## config.mk

```make
export PLATFORM = sky130hd
export DESIGN_NAME = btrb_top
export DESIGN_NICKNAME = d
export VERILOG_FILES = /design/src/btrb_pkg.sv /design/src/btrb_pin_cond.sv /design/src/btrb_top.sv
export VERILOG_INCLUDE_DIRS = /design/src
export SDC_FILE = /design/constraint.sdc
export NUM_CORES = 1
export LEC_CHECK = 0
export BUFFER_PORTS_ARGS = -buffer_cell sky130_fd_sc_hd__buf_2
export CORE_AREA = 2 2 123 125
export CTS_CLUSTER_DIAMETER = 100
export DETAILED_ROUTE_END_ITERATION = 16
export DIE_AREA = 0 0 125 127
export PLACE_DENSITY_LB_ADDON = 0.12
export SETUP_SLACK_MARGIN = 0.3
export SYNTH_ARGS = -nofsm -noshare
export SYNTH_HDL_FRONTEND = slang
export SYNTH_SLANG_ARGS = --single-unit
```

## constraint.sdc

```tcl
create_clock -name core_clk_i -period 6.4 [get_ports core_clk_i]
set_input_delay 1.28 -clock core_clk_i [delete_from_list [all_inputs] [get_ports core_clk_i]]
set_output_delay 1.28 -clock core_clk_i [all_outputs]
set_load 0.005 [all_outputs]
```

## src/btrb_defs.svh

```systemverilog
// Register offsets, field positions, reset values and decode constants of the tuning bank
`ifndef BTRB_DEFS_SVH
`define BTRB_DEFS_SVH

// Bus address of this port (arbitrary value)
`define BTRB_I2C_ADDR 7'h2A

// Register offsets
`define BTRB_OFS_DC_OFFSET 8'h0E
`define BTRB_OFS_FREQ 8'h0F
`define BTRB_OFS_PH1_GAIN 8'h11
`define BTRB_OFS_PH1_OFFSET 8'h12
`define BTRB_OFS_PH2_GAIN 8'h13
`define BTRB_OFS_PH2_OFFSET 8'h14

// Field positions
`define BTRB_DC_EN_BIT 5
`define BTRB_DC_POL_BIT 4
`define BTRB_DC_MAG_MSB 3
`define BTRB_TON_MSB 6
`define BTRB_TON_LSB 4
`define BTRB_TRIM_MSB 3

// Reset values
`define BTRB_RST_DC_EN 1'h0
`define BTRB_RST_DC_POL 1'h0
`define BTRB_RST_DC_MAG 4'h0
`define BTRB_RST_FREQ 5'h01
`define BTRB_RST_GAIN 3'h4
`define BTRB_RST_TON 3'h0
`define BTRB_RST_FREQ_KHZ 11'h12C
`define BTRB_RST_GAIN_MILLI 11'h3E8
`define BTRB_RST_TON_MV 8'h00

// Decode constants
`define BTRB_FREQ_BASE_KHZ 11'h0FA
`define BTRB_FREQ_STEP_KHZ 11'h032
`define BTRB_FREQ_MAX_CODE 5'h1B
`define BTRB_TON_STEP_MV 8'h1E
`define BTRB_GAIN_0 11'h28A
`define BTRB_GAIN_1 11'h302
`define BTRB_GAIN_2 11'h352
`define BTRB_GAIN_3 11'h398
`define BTRB_GAIN_4 11'h3E8
`define BTRB_GAIN_5 11'h438
`define BTRB_GAIN_6 11'h47E
`define BTRB_GAIN_7 11'h4CE

`endif

```

## src/btrb_pkg.sv

```systemverilog
// Types shared by the tuning bank modules
package btrb_pkg;

  typedef enum logic [2:0] {
    S_IDLE  = 3'b000,
    S_ADDR  = 3'b001,
    S_PTR   = 3'b010,
    S_WDATA = 3'b011,
    S_ACK   = 3'b100,
    S_RDATA = 3'b101,
    S_RACK  = 3'b110
  } btrb_state_t;

  typedef struct packed {
    logic start;
    logic stop;
    logic rise;
    logic fall;
    logic sda;
    logic [3:0] trim1;
    logic [3:0] trim2;
  } btrb_pins_t;

  typedef struct packed {
    logic ofs_en;
    logic ofs_pol;
    logic [3:0] ofs_mag;
    logic signed [4:0] ofs_ua;
    logic [4:0] freq_code;
    logic [10:0] freq_khz;
    logic [2:0] gain1_code;
    logic [10:0] gain1_milli;
    logic [2:0] ton1_code;
    logic [7:0] ton1_add_mv;
    logic [2:0] gain2_code;
    logic [10:0] gain2_milli;
    logic [2:0] ton2_code;
    logic [7:0] ton2_add_mv;
  } btrb_cfg_t;

  typedef struct packed {
    logic scl_m;
    logic scl_s;
    logic scl_p;
    logic sda_m;
    logic sda_s;
    logic sda_p;
    logic [7:0] trim_m;
    logic [7:0] trim_s;
    btrb_pins_t ev;
  } btrb_cond_st_t;

  typedef struct packed {
    btrb_state_t st;
    btrb_state_t ack_to;
    logic [7:0] sh;
    logic [3:0] cnt;
    logic mack;
    logic [7:0] ptr;
    logic sda_oe;
    logic sda_out;
    btrb_cfg_t cfg;
  } btrb_top_st_t;

endpackage

```

## src/btrb_pin_cond.sv

```systemverilog
// Pin synchronisers and start, stop and clock edge detection for the programming port
`timescale 1ns/1ps
`include "btrb_defs.svh"
module btrb_pin_cond
  import btrb_pkg::*;
(
  input wire logic core_clk_i, // Core clock
  input wire logic rst_i, // Async reset, active high
  input wire logic scl_i, // Serial clock pin
  input wire logic sda_i, // Serial data pin level
  input wire logic [3:0] trim1_i, // Phase 1 trim fuses
  input wire logic [3:0] trim2_i, // Phase 2 trim fuses
  output btrb_pins_t pins_o // Conditioned events
);

  btrb_cond_st_t q;
  btrb_cond_st_t d;

  always_comb begin
    d = q;
    d.scl_m = scl_i;
    d.scl_s = q.scl_m;
    d.scl_p = q.scl_s;
    d.sda_m = sda_i;
    d.sda_s = q.sda_m;
    d.sda_p = q.sda_s;
    d.trim_m = {trim2_i, trim1_i};
    d.trim_s = q.trim_m;
    // Edges judged on synchronised copies only
    d.ev.rise = q.scl_s & ~q.scl_p;
    d.ev.fall = ~q.scl_s & q.scl_p;
    d.ev.start = q.scl_s & q.scl_p & q.sda_p & ~q.sda_s;
    d.ev.stop = q.scl_s & q.scl_p & ~q.sda_p & q.sda_s;
    d.ev.sda = q.sda_s;
    d.ev.trim1 = q.trim_s[3:0];
    d.ev.trim2 = q.trim_s[7:4];
  end

  always_ff @(posedge core_clk_i or posedge rst_i) begin
    if (rst_i) begin
      q <= '0;
      q.scl_m <= 1'b1;
      q.scl_s <= 1'b1;
      q.scl_p <= 1'b1;
      q.sda_m <= 1'b1;
      q.sda_s <= 1'b1;
      q.sda_p <= 1'b1;
      q.ev.sda <= 1'b1;
    end else begin
      q <= d;
    end
  end

  assign pins_o = q.ev;

endmodule

```

## src/btrb_top.sv

```systemverilog
// Buck tuning register bank with its serial programming port
//
// Behaviour
// - Offset current applies only while offset enable bit is set; resets disabled.
// - Offset polarity bit: 0 sinks (negative), 1 sources (positive); resets 0.
// - Offset magnitude bits 3:0 give 0 to 15 microamperes; resets to zero.
// - Five-bit frequency code: 250kHz plus 50kHz per step up to code 27 (1600kHz); resets to 300kHz.
// - Phase 1 balance gain: eight codes from 0.65x to 1.23x; resets unity.
// - Phase 2 balance gain uses the same eight-step mapping; resets unity.
// - Phase 1 on-time offset bits 6:4 add code times 30mV; resets zero.
// - Phase 2 on-time offset bits 6:4, same 30mV step; resets zero.
// - Phase 1 offset register bits 3:0 read back the factory trim.
// - Phase 2 offset register bits 3:0 read back the factory trim.
`timescale 1ns/1ps
`include "btrb_defs.svh"
module btrb_top
  import btrb_pkg::*;
(
  input wire logic core_clk_i, // 40 MHz core clock
  input wire logic rst_i, // Async reset, active high
  input wire logic scl_i, // Serial clock pin
  input wire logic sda_i, // Serial data pin level
  input wire logic [3:0] trim1_i, // Phase 1 factory trim
  input wire logic [3:0] trim2_i, // Phase 2 factory trim
  output logic sda_out_o, // Data pin drive value, always low
  output logic sda_oe_o, // Data pin pull-down enable
  output btrb_cfg_t cfg_o // Codes and decoded values for the loop
);

  btrb_pins_t p;
  btrb_top_st_t q;
  btrb_top_st_t d;
  logic [7:0] rb;

  btrb_pin_cond u_pin_cond (
    .core_clk_i(core_clk_i),
    .rst_i(rst_i),
    .scl_i(scl_i),
    .sda_i(sda_i),
    .trim1_i(trim1_i),
    .trim2_i(trim2_i),
    .pins_o(p)
  );

  // Gain in thousandths
  function automatic logic [10:0] gain_milli_f(input logic [2:0] code);
    logic [10:0] g;
    unique case (code)
      3'h0: g = `BTRB_GAIN_0;
      3'h1: g = `BTRB_GAIN_1;
      3'h2: g = `BTRB_GAIN_2;
      3'h3: g = `BTRB_GAIN_3;
      3'h4: g = `BTRB_GAIN_4;
      3'h5: g = `BTRB_GAIN_5;
      3'h6: g = `BTRB_GAIN_6;
      3'h7: g = `BTRB_GAIN_7;
    endcase
    return g;
  endfunction

  // Numerator of the added on-time, divided by reference_input_voltage downstream
  function automatic logic [7:0] ton_mv_f(input logic [2:0] code);
    logic [7:0] m;
    m = 8'({5'h00, code} * `BTRB_TON_STEP_MV);
    return m;
  endfunction

  // Codes past the last listed entry fall back to it
  function automatic logic [10:0] freq_khz_f(input logic [4:0] code);
    logic [4:0] c;
    logic [10:0] f;
    c = (code > `BTRB_FREQ_MAX_CODE) ? `BTRB_FREQ_MAX_CODE : code;
    f = `BTRB_FREQ_BASE_KHZ + 11'({6'h00, c} * `BTRB_FREQ_STEP_KHZ);
    return f;
  endfunction

  function automatic logic [7:0] rd_byte_f(input logic [7:0] adr, input btrb_cfg_t c,
                                           input logic [3:0] t1, input logic [3:0] t2);
    logic [7:0] r;
    r = 8'h00;
    unique case (adr)
      `BTRB_OFS_DC_OFFSET: r = {2'h0, c.ofs_en, c.ofs_pol, c.ofs_mag};
      `BTRB_OFS_FREQ: r = {3'h0, c.freq_code};
      `BTRB_OFS_PH1_GAIN: r = {5'h00, c.gain1_code};
      `BTRB_OFS_PH1_OFFSET: r = {1'h0, c.ton1_code, t1};
      `BTRB_OFS_PH2_GAIN: r = {5'h00, c.gain2_code};
      `BTRB_OFS_PH2_OFFSET: r = {1'h0, c.ton2_code, t2};
      default: r = 8'h00;
    endcase
    return r;
  endfunction

  always_comb begin
    d = q;
    rb = rd_byte_f(q.ptr, q.cfg, p.trim1, p.trim2);
    // Decoded values trail a write by one cycle; the loop sees static codes anyway
    if (q.cfg.ofs_en) begin
      if (q.cfg.ofs_pol) begin
        d.cfg.ofs_ua = $signed({1'b0, q.cfg.ofs_mag});
      end else begin
        d.cfg.ofs_ua = -$signed({1'b0, q.cfg.ofs_mag});
      end
    end else begin
      d.cfg.ofs_ua = 5'sh00;
    end
    d.cfg.freq_khz = freq_khz_f(q.cfg.freq_code);
    d.cfg.gain1_milli = gain_milli_f(q.cfg.gain1_code);
    d.cfg.gain2_milli = gain_milli_f(q.cfg.gain2_code);
    d.cfg.ton1_add_mv = ton_mv_f(q.cfg.ton1_code);
    d.cfg.ton2_add_mv = ton_mv_f(q.cfg.ton2_code);
    d.sda_out = 1'b0;

    if (p.stop) begin
      d.st = S_IDLE;
      d.sda_oe = 1'b0;
    end else if (p.start) begin
      // Repeated start keeps the pointer, so a read follows a pointer write
      d.st = S_ADDR;
      d.cnt = 4'h0;
      d.sda_oe = 1'b0;
    end else begin
      unique case (q.st)
        S_IDLE: begin
          d.sda_oe = 1'b0;
        end
        S_ADDR, S_PTR, S_WDATA: begin
          if (p.rise && q.cnt < 4'h8) begin
            d.sh = {q.sh[6:0], p.sda};
            d.cnt = q.cnt + 4'h1;
          end else if (p.fall && q.cnt == 4'h8) begin
            d.cnt = 4'h0;
            d.sda_oe = 1'b1;
            d.st = S_ACK;
            if (q.st == S_ADDR) begin
              if (q.sh[7:1] == `BTRB_I2C_ADDR) begin
                d.ack_to = q.sh[0] ? S_RDATA : S_PTR;
              end else begin
                // Not our address: stay off the bus until the next start
                d.sda_oe = 1'b0;
                d.st = S_IDLE;
              end
            end else if (q.st == S_PTR) begin
              d.ptr = q.sh;
              d.ack_to = S_WDATA;
            end else begin
              d.ptr = q.ptr + 8'h01;
              d.ack_to = S_WDATA;
              unique case (q.ptr)
                `BTRB_OFS_DC_OFFSET: begin
                  d.cfg.ofs_en = q.sh[`BTRB_DC_EN_BIT];
                  d.cfg.ofs_pol = q.sh[`BTRB_DC_POL_BIT];
                  d.cfg.ofs_mag = q.sh[`BTRB_DC_MAG_MSB:0];
                end
                `BTRB_OFS_FREQ: d.cfg.freq_code = q.sh[4:0];
                `BTRB_OFS_PH1_GAIN: d.cfg.gain1_code = q.sh[2:0];
                `BTRB_OFS_PH1_OFFSET: begin
                  // Trim bits have no storage here, so a write cannot reach them
                  d.cfg.ton1_code = q.sh[`BTRB_TON_MSB:`BTRB_TON_LSB];
                end
                `BTRB_OFS_PH2_GAIN: d.cfg.gain2_code = q.sh[2:0];
                `BTRB_OFS_PH2_OFFSET: begin
                  d.cfg.ton2_code = q.sh[`BTRB_TON_MSB:`BTRB_TON_LSB];
                end
                default: d.cfg = d.cfg;
              endcase
            end
          end
        end
        S_ACK: begin
          if (p.fall) begin
            d.cnt = 4'h0;
            if (q.ack_to == S_RDATA) begin
              d.sh = rb;
              d.sda_oe = ~rb[7];
              d.st = S_RDATA;
            end else begin
              d.sda_oe = 1'b0;
              d.st = q.ack_to;
            end
          end
        end
        S_RDATA: begin
          if (p.fall) begin
            if (q.cnt == 4'h7) begin
              d.sda_oe = 1'b0;
              d.ptr = q.ptr + 8'h01;
              d.st = S_RACK;
            end else begin
              d.sh = {q.sh[6:0], 1'b0};
              d.sda_oe = ~q.sh[6];
              d.cnt = q.cnt + 4'h1;
            end
          end
        end
        S_RACK: begin
          if (p.rise) begin
            d.mack = ~p.sda;
          end else if (p.fall) begin
            d.cnt = 4'h0;
            if (q.mack) begin
              d.sh = rb;
              d.sda_oe = ~rb[7];
              d.st = S_RDATA;
            end else begin
              d.st = S_IDLE;
            end
          end
        end
        default: begin
          d.st = S_IDLE;
          d.sda_oe = 1'b0;
        end
      endcase
    end
  end

  always_ff @(posedge core_clk_i or posedge rst_i) begin
    if (rst_i) begin
      q <= '0;
      q.cfg.ofs_en <= `BTRB_RST_DC_EN;
      q.cfg.ofs_pol <= `BTRB_RST_DC_POL;
      q.cfg.ofs_mag <= `BTRB_RST_DC_MAG;
      q.cfg.freq_code <= `BTRB_RST_FREQ;
      q.cfg.freq_khz <= `BTRB_RST_FREQ_KHZ;
      q.cfg.gain1_code <= `BTRB_RST_GAIN;
      q.cfg.gain1_milli <= `BTRB_RST_GAIN_MILLI;
      q.cfg.gain2_code <= `BTRB_RST_GAIN;
      q.cfg.gain2_milli <= `BTRB_RST_GAIN_MILLI;
      q.cfg.ton1_code <= `BTRB_RST_TON;
      q.cfg.ton1_add_mv <= `BTRB_RST_TON_MV;
      q.cfg.ton2_code <= `BTRB_RST_TON;
      q.cfg.ton2_add_mv <= `BTRB_RST_TON_MV;
    end else begin
      q <= d;
    end
  end

  assign sda_out_o = q.sda_out;
  assign sda_oe_o = q.sda_oe;
  assign cfg_o = q.cfg;

endmodule

```

==> results.toml <==
[run_status]
status = "completed"

[logic_synthesis]
synthFlopType = "dfrtp_1"
synth-async-reset-ratio = 1.00
yosys.cell_types.count = 74
synth_area_per_cell_um2 = 11.2
synth_warnings = 0
synth-edff-count = 0
syn_inst = 640
synth.cell_area_um2 = 7170
register_bit_total_from_synthesis = 134
seq_area_frac_synth = 0.472

[sta]
min_period_over_period = 0.468
postLayoutSetupSlackWorst_ps = 3400
finalCriticalPeriod_ps = 3000
max_freq_mhz = 334
worst-slew-pin-transition_ps = 724
rsz0062_at_grt = "no"
fin_tns_setup_ps = 0
slew_viol_final = 0
holdWs_ps = 348
report.final.setup_viol = 0
maxSlewHeadroom = 0.513
hold_violations = 0
finalClockSkew_ps = 7.96

[final_layout]
instances_no_fill = 848
layout.nets = 714
post_route_cells_drive_above_1_share = 0.282
final_cell_area_um2 = 7780
synthToLayoutAreaGrowth_pct = 8.64
finalCoreUtilization = 0.540
antennaDiodeCount = 0

[floorplanning]
start_util = 0.497
rows = 44
core_region_area_um2 = 14400
fp.dieW_um = 125
die_height_um = 127
io_pins = 91
die_area_um2 = 15900

[worst_hold_path]
worst_hold_path_type = "reg2reg"

[cts]
hold_buffers = 0
cts.repair.resized = 0
ctsLongestPathBuffers = 2
cts-htree-levels = 4
cts_buffers = 17
clock_sinks = 134
clkLatencyLatePin_ps = 420
clk_root_buffer_cell = "clkbuf_16"
post_cts.repair.setup_buffers = 0
clk_pin_slew_worst_paths_ps = 60
tritoncts = "yes"

[route]
drt_pre_antenna_iters = 4
postRouteAntennaNets = 0
route.detailed.wl_per_inst_um = 15.7
wl_um = 13300
vias_per_cell = 5.23
drc_violation_count_after_routing = 0
drtIter0Drc = 211
vias = 4434

[global_routing]
grt.total_usage = 0.175
grt_antenna_before_repair = 0
first_global_vias = 4321
gr_overflow_total = 0
grt_max_degree = 82
grt_pass1_wl_um = 22000

[place]
post-dp-hpwl_um = 9160
dp_cell_count = 816
placedInstanceArea_um2 = 7160
post-place-ws_ps = 3390
io_buffers = 84
gpl.final_weighted_congestion = 0.858

[worst_setup_path]
worstSetupEndpoint = "cfg_o[59]$_DFF_PP0_"
reg2regPathDepth = 9
worst_setup_path_end_kind = "register"
worst-r2r-setup-slack_ps = 3400
path_class = "reg2reg"
startpoint_of_the_worst_setup_timing_path = "cfg_o[65]$_DFFE_PP0P_"
timing.critical_path.required_ps = 6700
regToRegStartpoint = "cfg_o[65]$_DFFE_PP0P_"
worstPathArrival_ps = 3290
worstSetupStartpointType = "register"
path_max_fanout = 8
worstReg2RegEnd = "cfg_o[59]$_DFF_PP0_"

[power_and_ir_drop]
fin_total_pwr_mw = 2.11
power.density_nw_per_um2 = 270
worst_ir_drop_vdd_uv = 175
cellLeakagePower_nw = 3.82

[flow_run]
max_cap_violations = 0
flip-flops by register name, summed over array words and instances (netlist names):
register           cells
q                     27
cfg_o                 72
u_pin_cond.q           2
sda_oe_o               1
u_pin_cond.pins_o     12
u_pin_cond.d          20
how the worst min path moves through the flow:
stage,start,to,slack [ps],depth (start not counted)
3_3_place_gp,u_pin_cond.d[20]$_DFF_PP0_,u_pin_cond.d[3]$_DFF_PP0_,330,0
2_1_floorplan,u_pin_cond.d[17]$_DFF_PP0_,u_pin_cond.d[0]$_DFF_PP0_,330,0
3_5_place_dp,u_pin_cond.d[15]$_DFF_PP0_,u_pin_cond.d[6]$_DFF_PP0_,330,0
4_1_cts,u_pin_cond.d[14]$_DFF_PP0_,u_pin_cond.d[5]$_DFF_PP0_,350,0
5_1_grt,u_pin_cond.d[14]$_DFF_PP0_,u_pin_cond.d[5]$_DFF_PP0_,350,0
6_report,u_pin_cond.d[14]$_DFF_PP0_,u_pin_cond.d[5]$_DFF_PP0_,350,0
worst max-delay path: stages, from the launching register on:
cell and delay (ps):
dfrtp_1 520, nand3_1 140, nand2b_1 150, ha_1 260
ha_1 280, ha_1 230, fa_1 490, nor4b_1 490
a21oi_1 150, xor2_1 160
synthesized netlist by cell type, types with 3 or more instances:
cell,number,area share
nor4_1,5,0.0044
mux2_4,10,0.021
inv_1,42,0.022
a21oi_1,23,0.016
nand3b_1,3,0.0031
mux2i_1,11,0.015
a21boi_0,3,0.0031
and3_1,3,0.0026
and2_1,4,0.0035
dfstp_2,25,0.092
clkbuf_1,11,0.0058
a31o_2,3,0.0037
nand2_1,40,0.021
a31oi_1,3,0.0026
a22oi_1,8,0.0084
ha_1,44,0.077
nor2_1,17,0.0089
buf_2,6,0.0042
nor3_1,8,0.0056
a21o_1,4,0.0042
mux2_2,13,0.020
xnor2_1,14,0.017
a222oi_1,3,0.0042
xor2_1,5,0.0061
dfrtp_1,109,0.38
nand2b_1,12,0.010
nor2b_1,13,0.011
a22o_1,6,0.0073
buf_4,78,0.082
or3_1,4,0.0035
o22ai_1,5,0.0044
o21ai_0,29,0.020
fa_1,7,0.020
mux2_1,3,0.0047
nand3_1,10,0.0070
a221oi_1,3,0.0037
layout make-up:
cell class | instances | area, um2
Multi-Input combinational cell | 370 | 2940
Clock buffer | 17 | 425
Fill cell | 1263 | 6640
Timing Repair Buffer | 86 | 435
Sequential cell | 134 | 3380
Clock inverter | 15 | 203
Inverter | 42 | 163
Tap cell | 184 | 230
layout by cell type, fill, tap and decap left out, types with 6 or more instances in the layout:
cell type / Yosys / final
nand2_1: 40 / 40
ha_1: 44 / 44
buf_2: 6 / 84
nor3_1: 8 / 8
a21oi_1: 23 / 23
mux2_2: 13 / 13
dfstp_2: 25 / 25
mux2i_1: 11 / 11
nand2b_1: 12 / 12
clkbuf_16: 0 / 17
inv_1: 42 / 41
xnor2_1: 14 / 14
o21ai_0: 29 / 29
nor2b_1: 13 / 13
conb_1: 1 / 6
a22oi_1: 8 / 8
nor2_1: 17 / 17
mux2_4: 10 / 10
dfrtp_1: 109 / 109
fa_1: 7 / 7
nand3_1: 10 / 10
a22o_1: 6 / 6
metal layers:
| layer | vias to the layer above | track usage | part of all wire |
|---|---|---|---|
| li1 | 2148 | - | - |
| met1 | 2166 | 0.234 | 0.46 |
| met2 | 103 | 0.274 | 0.47 |
| met3 | 17 | 0.0440 | 0.046 |
| met4 | 0 | 0.0745 | 0.021 |
| met5 | - | 0 | 0 |
report_power, final:
part / switching (mW) / internal (mW)
sequential: 0.0758 / 0.888
combinational: 0.0622 / 0.0560
clock: 0.370 / 0.653
total: 0.508 / 1.60
logic make-up after synthesis:
| family | Yosys count | share of synthesized area |
|---|---|---|
| compound gates | 113 | 0.105 |
| fa+ha+maj | 51 | 0.0964 |
| xor+xnor | 19 | 0.0232 |
| buf+inv | 141 | 0.119 |
| simple gates | 144 | 0.122 |
| other cells | 1 | 0.000523 |
| flops | 134 | 0.472 |
| mux | 37 | 0.0615 |
No activity file was read; power rests on OpenSTA's default activity.
